`src/logic/fwpq_pkg.sv`:
```
// Purpose: Shared constants for the flash word program and query link.
// Assumes: One clock, commands and data carried as 16-bit words.
// Notes:   Query offsets are word addresses within the query space.
package fwpq_pkg;
    localparam int ADDR_W = 16;
    localparam int DATA_W = 16;
    localparam logic [7:0] CMD_PROG_SETUP = 8'h41;
    localparam logic [7:0] CMD_READ_ARRAY = 8'hff;
    localparam logic [7:0] CMD_READ_STATUS = 8'h70;
    localparam logic [7:0] CMD_CLEAR_STATUS = 8'h50;
    localparam logic [7:0] CMD_READ_QUERY = 8'h98;
    localparam int SR_READY = 7;
    localparam int SR_PFAIL = 4;
    localparam int SR_SUPPLY = 3;
    localparam int SR_LOCK = 1;
    localparam logic [15:0] Q_EBLK_LO = 16'h0135;
    localparam logic [15:0] Q_EBLK_HI = 16'h0136;
    localparam logic [15:0] Q_ENDUR_LO = 16'h0139;
    localparam logic [15:0] Q_ENDUR_HI = 16'h013a;
    localparam logic [15:0] Q_CELL_BITS = 16'h013b;
    localparam logic [15:0] Q_RW_CAP = 16'h013c;
    localparam logic [15:0] Q_PREG_BASE = 16'h013d;
    localparam int Q_PREG_LEN = 6;
    localparam logic [7:0] V_ENDUR_LO = 8'h64;
    localparam logic [7:0] V_ENDUR_HI = 8'h00;
    localparam logic [7:0] V_CELL_BITS = 8'h12;
    localparam logic [7:0] V_RW_CAP_MUX = 8'h02;
    localparam logic [7:0] V_RW_CAP_NONMUX = 8'h03;
    localparam logic [47:0] V_PREG = 48'h0010_0010_000a;
    localparam int PROG_TIME_NS = 2000;
    localparam int CLK_NS = 25;
    localparam int PROG_CYC = (PROG_TIME_NS + CLK_NS - 1) / CLK_NS;
    localparam int CNT_W = 8;
endpackage

```
`src/logic/fwpq_if.sv`:
```
// Purpose: Bus between the host controller and the flash device model.
// Assumes: Synchronous single-cycle write and read strobes.
// Notes:   Read data is valid one cycle after the read strobe.
interface fwpq_if;
    import fwpq_pkg::*;
    logic              wr_stb;
    logic              rd_stb;
    logic [ADDR_W-1:0] addr;
    logic [DATA_W-1:0] wdata;
    logic [DATA_W-1:0] rdata;
    logic              rvalid;
    modport dev (input wr_stb, rd_stb, addr, wdata,
                 output rdata, rvalid);
    modport host (output wr_stb, rd_stb, addr, wdata,
                  input rdata, rvalid);
endinterface

```
`src/logic/fwpq_device.sv`:
```
// Purpose: Flash device end: word program, status and query answers.
// Assumes: Bus strobes synchronous to clk_sys_in; one partition.
// Notes:   Array storage is out of scope; a program only sets status.
module fwpq_device
#(
    parameter bit NON_MUX      = 1'b1,
    // Blocks per partition; the query reports this count less one.
    parameter int ERASE_BLOCKS = 16
)(
    input  wire logic    clk_sys_in,
    input  wire logic    arst_n_in,
    fwpq_if.dev          bus,
    input  wire logic    supply_ok_in,
    input  wire logic    block_locked_in,
    input  wire logic    verify_fail_in,
    output logic         busy_out,
    output logic [7:0]   status_out
);
    import fwpq_pkg::*;

    typedef enum logic [1:0] {M_ARRAY, M_STATUS, M_QUERY} fwpq_mode_t;
    typedef enum logic [1:0] {S_IDLE, S_SETUP, S_PROG} fwpq_st_t;

    typedef struct packed {
        fwpq_mode_t        mode;
        fwpq_st_t          st;
        logic [CNT_W-1:0]  cnt;
        logic              pfail;
        logic              supply;
        logic              lock;
        logic [DATA_W-1:0] rdata;
        logic              rvalid;
        logic              busy;
        logic [7:0]        status;
    } fwpq_dev_state_t;

    fwpq_dev_state_t st_ff, nxt_st;

    function automatic logic [7:0] query_byte(input logic [ADDR_W-1:0] a);
        logic [ADDR_W-1:0] k;
        k = a - Q_PREG_BASE;
        if (a == Q_EBLK_LO) query_byte = 8'(ERASE_BLOCKS - 1);
        else if (a == Q_EBLK_HI)
            query_byte = 8'((ERASE_BLOCKS - 1) >> 8);
        else if (a == Q_ENDUR_LO) query_byte = V_ENDUR_LO;
        else if (a == Q_ENDUR_HI) query_byte = V_ENDUR_HI;
        else if (a == Q_CELL_BITS) query_byte = V_CELL_BITS;
        else if (a == Q_RW_CAP)
            query_byte = NON_MUX ? V_RW_CAP_NONMUX : V_RW_CAP_MUX;
        else if (a >= Q_PREG_BASE && k < ADDR_W'(Q_PREG_LEN))
            // Bits 15 and 47 stay zero: region fields are meaningful.
            query_byte = V_PREG[k[2:0]*8 +: 8];
        else query_byte = 8'h00;
    endfunction

    function automatic logic [7:0] status_byte(input fwpq_dev_state_t s);
        status_byte = 8'h00;
        status_byte[SR_READY] = (s.st != S_PROG);
        status_byte[SR_PFAIL] = s.pfail;
        status_byte[SR_SUPPLY] = s.supply;
        status_byte[SR_LOCK] = s.lock;
    endfunction

    always_comb begin
        nxt_st = st_ff;
        nxt_st.rvalid = 1'b0;
        if (st_ff.st == S_PROG) begin
            if (st_ff.cnt == '0) begin
                nxt_st.st = S_IDLE;
                if (verify_fail_in) begin
                    nxt_st.pfail = 1'b1;
                end
            end else begin
                nxt_st.cnt = st_ff.cnt - 1'b1;
            end
        end
        if (bus.wr_stb && st_ff.st != S_PROG) begin
            if (st_ff.st == S_SETUP) begin
                // Second write: the word itself starts the operation.
                nxt_st.mode = M_STATUS;
                if (st_ff.supply || !supply_ok_in) begin
                    nxt_st.supply = 1'b1;
                    nxt_st.st = S_IDLE;
                end else if (block_locked_in) begin
                    nxt_st.lock = 1'b1;
                    nxt_st.st = S_IDLE;
                end else begin
                    nxt_st.st = S_PROG;
                    nxt_st.cnt = CNT_W'(PROG_CYC - 1);
                end
            end else begin
                case (bus.wdata[7:0])
                    CMD_PROG_SETUP: nxt_st.st = S_SETUP;
                    CMD_READ_ARRAY: nxt_st.mode = M_ARRAY;
                    CMD_READ_STATUS: nxt_st.mode = M_STATUS;
                    CMD_READ_QUERY: nxt_st.mode = M_QUERY;
                    CMD_CLEAR_STATUS: begin
                        // Only this command clears the error flags.
                        nxt_st.pfail = 1'b0;
                        nxt_st.supply = 1'b0;
                        nxt_st.lock = 1'b0;
                    end
                    default: nxt_st.st = S_IDLE;
                endcase
            end
        end
        if (bus.rd_stb) begin
            nxt_st.rvalid = 1'b1;
            case (st_ff.mode)
                M_STATUS: nxt_st.rdata = {8'h00, status_byte(st_ff)};
                M_QUERY: nxt_st.rdata = {8'h00, query_byte(bus.addr)};
                M_ARRAY: nxt_st.rdata = {DATA_W{1'b1}};
                default: nxt_st.rdata = '0;
            endcase
        end
        // Registered so the pins carry no decode glitches.
        nxt_st.busy = (nxt_st.st == S_PROG);
        nxt_st.status = status_byte(nxt_st);
    end

    always_ff @(posedge clk_sys_in or negedge arst_n_in) begin
        if (!arst_n_in) begin
            st_ff <= '{mode: M_ARRAY, st: S_IDLE, cnt: '0, pfail: 1'b0,
                       supply: 1'b0, lock: 1'b0, rdata: '0, rvalid: 1'b0,
                       busy: 1'b0, status: 8'h01 << SR_READY};
        end else begin
            st_ff <= nxt_st;
        end
    end

    assign bus.rdata = st_ff.rdata;
    assign bus.rvalid = st_ff.rvalid;
    assign busy_out = st_ff.busy;
    assign status_out = st_ff.status;
endmodule

```
`src/flat_wrapper.sv`:
```
// flat-port wrapper written by rule: the top's interface ports become plain ports
module fwpq_device_flat import fwpq_pkg::*;
#(
    parameter bit NON_MUX      = 1'b1,
                                                                   
    parameter int ERASE_BLOCKS = 16
)
  (clk_sys_in, arst_n_in, supply_ok_in, block_locked_in, verify_fail_in, busy_out, status_out, bus_wr_stb, bus_rd_stb, bus_addr, bus_wdata, bus_rdata, bus_rvalid);
  fwpq_if bus_i ();
  input  wire logic clk_sys_in;
  input  wire logic arst_n_in;
  input  wire logic supply_ok_in;
  input  wire logic block_locked_in;
  input  wire logic verify_fail_in;
  output logic busy_out;
  output logic [7:0] status_out;
  input wire logic [$bits(bus_i.wr_stb)-1:0] bus_wr_stb;
  input wire logic [$bits(bus_i.rd_stb)-1:0] bus_rd_stb;
  input wire logic [$bits(bus_i.addr)-1:0] bus_addr;
  input wire logic [$bits(bus_i.wdata)-1:0] bus_wdata;
  output wire logic [$bits(bus_i.rdata)-1:0] bus_rdata;
  output wire logic [$bits(bus_i.rvalid)-1:0] bus_rvalid;
  assign bus_i.wr_stb = bus_wr_stb;
  assign bus_i.rd_stb = bus_rd_stb;
  assign bus_i.addr = bus_addr;
  assign bus_i.wdata = bus_wdata;
  assign bus_rdata = bus_i.rdata;
  assign bus_rvalid = bus_i.rvalid;
  fwpq_device #(.NON_MUX(NON_MUX), .ERASE_BLOCKS(ERASE_BLOCKS)) u_core (.clk_sys_in(clk_sys_in), .arst_n_in(arst_n_in), .bus(bus_i), .supply_ok_in(supply_ok_in), .block_locked_in(block_locked_in), .verify_fail_in(verify_fail_in), .busy_out(busy_out), .status_out(status_out));
endmodule
```
`config.mk`:
```
export PLATFORM = sky130hd
export DESIGN_NAME = fwpq_device_flat
export DESIGN_NICKNAME = d
export VERILOG_FILES = /design/src/logic/fwpq_pkg.sv /design/src/logic/fwpq_if.sv /design/src/logic/fwpq_device.sv /design/src/flat_wrapper.sv
export SDC_FILE = /design/constraint.sdc
export NUM_CORES = 1
export LEC_CHECK = 0
export BUFFER_PORTS_ARGS = -buffer_cell sky130_fd_sc_hd__buf_2
export CAP_MARGIN = 20
export CORE_ASPECT_RATIO = 1.75
export CORE_UTILIZATION = 50
export DETAILED_ROUTE_END_ITERATION = 8
export PLACE_DENSITY = 0.89
export SYNTH_ARGS = -nofsm -noshare
export SYNTH_HDL_FRONTEND = slang
export SYNTH_SLANG_ARGS = --single-unit
```
`constraint.sdc`:
```
create_clock -name clk_sys_in -period 2.2 [get_ports clk_sys_in]
set_input_delay 0 -clock clk_sys_in [delete_from_list [all_inputs] [get_ports clk_sys_in]]
set_output_delay 0 -clock clk_sys_in [all_outputs]
set_load 0.01 [all_outputs]
```
# After elaboration in Yosys (flattened, before gate mapping)
# Cells that the tools add are included.
[word_totals] reg_bits=37 in_bits=39 output_inout_bits=26
[op_classes] n_addsub=2 order_cmp=2 n_eq_ne=18 shift=1 muxes=29 reduce_logical=9
[ops] cell="$eq A16 B9 Y1 const B" n=6
[ops] cell="$mux W8" n=11
[ops] cell="$pmux W16 S3" n=1
[ops] cell="$shiftx A48 B7 Y8 const A" n=1
[ops] cell="$eq A8 B7 Y1 const B" n=3
[ops] cell="$eq A8 B8 Y1 const B" n=2
[ops] cell="$ge A16 B9 Y1 const B" n=1
[ops] cell="$lt A16 B3 Y1 const B" n=1
[ops] cell="$sub A16 B9 Y16 const B" n=1
[ops] cell="$mux W13" n=1
[ops] cell="$mux W11" n=1
[ops] cell="$logic_not A8 Y1" n=1
[ops] cell="$mux W2" n=4
[ops] cell="$sub A8 B1 Y8 const B" n=1
[ops] cell="$mux W1" n=7
[ops] cell="$eq A2 B2 Y1 const B" n=3
[ops] cell="$pmux W2 S3" n=1
[ops] cell="$eq A2 B1 Y1 const B" n=2
[ops] cell="$mux W4" n=1
[ops] cell="$ne A2 B2 Y1 const B" n=2
[ops] cell="$pmux W2 S2" n=1
[ops] cell="$reduce_bool A4 Y1" n=1
[ops] cell="$reduce_or A4 Y1" n=1
[ops] cell="$mux W3" n=1
[ops] cell="other kinds (5)" n=6

# Depth between registers and ports, before layout
[logic_depth] ltp_word=11 depth_mapped=8

# Worst setup path before layout
# Ideal clock, no wire load.
[synth_path] path_kind="in2reg" from="in bus_addr[1]" to="reg u_core.st_ff (netlist bit u_core.bus.rdata[1])" t_arrival_ns=1.669 t_required_ns=2.124 slack_ns=0.454 path_stages=8 path_buffers=0 cell_sequence="inv_1 > ha_1 > and3b_1 > a211o_1 > a211o_1 > nor4_4 > a31oi_1 > o21ai_1"
[synth_between] elab_chain_cells=11 elab_cells_between_ends=19 classes_between="add/sub (1); order compare (2); eq/ne (6); shift (1); mux (8); reduce/logical (1)"
[synth_lines] element="start, declared" line_no="flat_wrapper.sv:19" text="input wire logic [$bits(bus_i.addr)-1:0] bus_addr;"
[synth_lines] element="$sub A16 B9 Y16" line_no="fwpq_device.sv:41" text="k = a - Q_PREG_BASE;"
[synth_lines] element="$lt A16 B3 Y1" line_no="fwpq_device.sv:50" text="else if (a >= Q_PREG_BASE && k < ADDR_W'(Q_PREG_LEN))"
[synth_lines] element="$logic_and A1 B1 Y1" line_no="fwpq_device.sv:50"
[synth_lines] element="$mux W8" line_no="fwpq_device.sv:50"
[synth_lines] element="$mux W8" line_no="fwpq_device.sv:48" text="else if (a == Q_RW_CAP)"
[synth_lines] element="$mux W8" line_no="fwpq_device.sv:47" text="else if (a == Q_CELL_BITS) query_byte = V_CELL_BITS;"
[synth_lines] element="$mux W8" line_no="fwpq_device.sv:46" text="else if (a == Q_ENDUR_HI) query_byte = V_ENDUR_HI;"
[synth_lines] element="$mux W8" line_no="fwpq_device.sv:45" text="else if (a == Q_ENDUR_LO) query_byte = V_ENDUR_LO;"
[synth_lines] element="$mux W8" line_no="fwpq_device.sv:43" text="else if (a == Q_EBLK_HI)"
[synth_lines] element="$mux W8 *" line_no="fwpq_device.sv:42" text="if (a == Q_EBLK_LO) query_byte = 8'(ERASE_BLOCKS - 1);"
[synth_lines] element="$pmux W16 S3 *" line_no="fwpq_device.sv:109" text="case (st_ff.mode)"
[synth_lines] element="end signal, assigned" line_no="fwpq_device.sv:123" text="st_ff <= '{mode: M_ARRAY, st: S_IDLE, cnt: '0, pfail: 1'b0,"
[synth_lines] element="end signal, assigned" line_no="fwpq_device.sv:127" text="st_ff <= nxt_st;"
[synth_lines] element="end, declared" line_no="fwpq_device.sv:37" text="fwpq_dev_state_t st_ff, nxt_st;"
# Every way passes the cells marked *; elsewhere a longest branch is shown, timed or not.
# A chain may end at the register's enable or synchronous reset.

# Worst setup path in the final report
# Same ends and word-level chain as after synthesis.

==> impl_metrics.env <==
export IMPL_synth_top_cells_by_area="dfrtp_1 30%, buf_4 8.7%, o21ai_0 5.5%"
export IMPL_switching_power_mw=0.651
export IMPL_drv_slew=0
export IMPL_ys_seq_area_share_pct=31.3
export IMPL_timing_hold_ws_ns=0.00869
export IMPL_gp_congestion=0.861
export IMPL_clk_pin_slew_ns=0.09
export IMPL_antenna_found_initial=0
export IMPL_grt_pass1_wl_um=7460
export IMPL_instances_no_fill=339
export IMPL_layout_nets=339
export IMPL_p_leak_nw=1.05
export IMPL_grt_overflow_total=0
export IMPL_ys_warn_count=0
export IMPL_drc=0
export IMPL_cts_resized=0
export IMPL_placed_cells=331
export IMPL_drt_iter0_drc=34
export IMPL_num_fill_cells=380
export IMPL_finish_utilization_pct=58.3
export IMPL_vias=1967
export IMPL_cp_start_kind="primary input"
export IMPL_max_freq_mhz=548
export IMPL_die_w_um=50.8
export IMPL_drive_gt1_share_pct=21.3
export IMPL_cpPeakStageDelay_ns=0.33
export IMPL_rsz0062_at_grt="false"
export IMPL_netlist_area_leader_share_pct=30.1
export IMPL_rr_startpoint="u_core.st_ff[37]$_DFF_PN0_"
export IMPL_synthFlopType="dfrtp_1"
export IMPL_ys_top_cells_by_count="25 x dfrtp_1, 24 x buf_4, 23 x nand2_1, 23 x o21ai_0, 22 x nor2_1"
export IMPL_ios=65
export IMPL_hold_class="primary input to flip-flop"
export IMPL_cts_tree="yes"
export IMPL_reg2reg_slack_ns=0.46
export IMPL_crit_slowest_cell="ha_1"
export IMPL_hold_viol_final=0
export IMPL_yosys_register_bits=26
export IMPL_cts_sinks=26
export IMPL_initial_core_util_pct=52.8
export IMPL_worstPathMaxFanout=8
export IMPL_syn_to_final_growth_pct=10.5
export IMPL_grtUsageTotal_pct=21.4
export IMPL_critPathCaptureType="flip-flop"
export IMPL_internal_power_mw=1.08
export IMPL_drtAntennaViolNets=0
export IMPL_path_depth=9
export IMPL_cts_buffer_depth=2
export IMPL_setup_viol=0
export IMPL_core_area_um2=3940
export IMPL_netlist_area_um2=2080
export IMPL_clockRootBuffer="clkbuf_8"
export IMPL_htreeDepth=1
export IMPL_startpoint="bus_addr[1]"
export IMPL_die_y_um=87.3
export IMPL_cp_top_family="compound AO/OA/AOI/OAI gates"
export IMPL_status="finished, final reports clean"
export IMPL_num_rows=30
export IMPL_pwr_share_clk_pct=17.6
export IMPL_drt_pass1_iterations=4
export IMPL_hpwl_um=3600
export IMPL_ff2ff_path_depth=6
export IMPL_ir_drop_v=0.000418
export IMPL_finalSetupTns_ns=0
export IMPL_cts_setup_buffers=0
export IMPL_p_sw_share_pct=37.7
export IMPL_pwr_share_seq_pct=44.6
export IMPL_async_reset_ff_share_pct=100
export IMPL_routed_wl_um=4590
export IMPL_p_comb_share_pct=37.8
export IMPL_via_per_inst=5.80
export IMPL_r2r_end="u_core.st_ff[36]$_DFF_PN0_"
export IMPL_path_cells="buf_2, inv_1, ha_1, and3b_1, a211o_1, a211o_1, nor4_4, a31oi_1, o21ai_1"
export IMPL_synth_edff_count=0
export IMPL_timing_final_crit_share_pct=83.0
export IMPL_powerDensity_nw_per_um2=751
export IMPL_antenna_cells=0
export IMPL_finalClockSkew_ns=0.00318
export IMPL_synth_cells=259
export IMPL_cts_buffers=3
export IMPL_path_common_cell="a211o_1"
export IMPL_synthMostInstantiatedCell="dfrtp_1"
export IMPL_hold_buffers=4
export IMPL_syn_avg_cell_area_um2=8.03
export IMPL_path_buf_inv=2
export IMPL_layout_min_cycle_time_ns=1.83
export IMPL_relSlewSlack_pct=63.2
export IMPL_first_global_vias=1898
export IMPL_dieArea_um2=4430
export IMPL_worstMarginPinSlew_ns=0.551
export IMPL_wl_per_cell_um=13.6
export IMPL_synth_cell_types=53
export IMPL_crit_required_ns=2.40
export IMPL_max_cap_violations=0
export IMPL_cp_arrival_ns=2.02
export IMPL_grt_max_degree=27
export IMPL_critPathKind="primary input to flip-flop"
export IMPL_place_port_buffers=52
export IMPL_synth_top_area_cell="dfrtp_1"
export IMPL_endpoint="u_core.bus.rdata[1]$_DFFE_PN0P_"
export IMPL_clock_latency_ns=0.27
[cells by family after synthesis]
| group | after synthesis | share of synthesized area, % |
|---|---|---|
| other | 1 | 0.180 |
| xor gates and xnor gates | 8 | 3.37 |
| buffers and inverters | 47 | 12.9 |
| DFF | 26 | 31.3 |
| adders and majority gates | 10 | 5.78 |
| muxes | 2 | 0.963 |
| and+or+nand+nor | 94 | 24.3 |
| AOI/OAI and AO/OA | 71 | 21.2 |
[state kept, by name, summed over array words and instances, names as in the netlist]
name	count
u_core.busy_out	1
u_core.status_out	4
u_core.bus.rdata	8
u_core.st_ff	12
u_core.bus.rvalid	1
[worst register-to-register path, cell delays in order (launching register included)]
cell	delay (ns)
dfrtp_1	0.45
nand2b_1	0.24
nor4_1	0.37
nand2_1	0.16
nor3_1	0.21
xnor2_1	0.15
nor2_1	0.05
[worst min-delay path by stage]
stage | from | to | cells after the start | slack [ns]
after global routing | bus_wr_stb | u_core.st_ff[40]$_DFFE_PN0P_ | 2 | 0.01
after global placement | arst_n_in | u_core.st_ff[34]$_DFF_PN0_ | 1 | 0.01
after detailed placement | arst_n_in | u_core.st_ff[34]$_DFF_PN0_ | 1 | 0.01
final | bus_wr_stb | u_core.st_ff[40]$_DFFE_PN0P_ | 2 | 0.009
after floorplan | arst_n_in | u_core.bus.rdata[0]$_DFFE_PN0P_ | 0 | -0.30
after CTS | bus_wr_stb | u_core.st_ff[40]$_DFFE_PN0P_ | 2 | 0.004
[metal layers]
layer,track usage [%],up-vias,part of all wire [%]
met4,10.9,0,3.5
met1,21.9,899,39
li1,-,963,-
met3,2.44,16,5.3
met5,0,-,0
met2,41.0,89,52
[layout make-up]
class                           count  area [µm²]  share of cell area, %
Clock buffer                        4        55.1                   2.40
Inverter                           16        60.1                   2.61
Multi-Input combinational cell    189        1170                   51.0
Sequential cell                    26         652                   28.4
Tap cell                           48        60.1                   2.61
Timing Repair Buffer               56         300                   13.1
[power by group through the flow]
stage	Combinational, mW	Sequential (mW)	Clock, mW
finish	0.652	0.771	0.304
global route	0.736	0.792	0.323
CTS	0.654	0.768	0.304
detailed placement	0.642	0.777	0
global placement	0.615	0.770	0
floorplan	0.565	0.725	0
[layout by cell type (no fill, tap or decap), types with 4 or more instances in the layout]
cell type      count
nand2b_1           5
xnor2_1            4
ha_1               8
nor3b_1            5
conb_1             4
inv_1             15
o21ai_0           23
nand4_1            4
dfrtp_1           25
and3_1             4
a31oi_1            5
dlygate4sd3_1      4
buf_2             52
xor2_1             4
clkbuf_8           4
nor3_1             5
nor2_1            22
a21o_1             5
nand3_1            6
a21oi_1           14
nand2_1           23
[metrics by stage]
stage	cell area [µm²]	setup WS, ns	power (mW)
after global placement	2200	0.195	1.38
after CTS	2300	0.375	1.73
after detailed placement	2200	0.0981	1.42
final	2300	0.374	1.73
after global routing	2300	0.219	1.85
after floorplan	2090	0.454	1.29
Power figures use the tool's default switching activity.
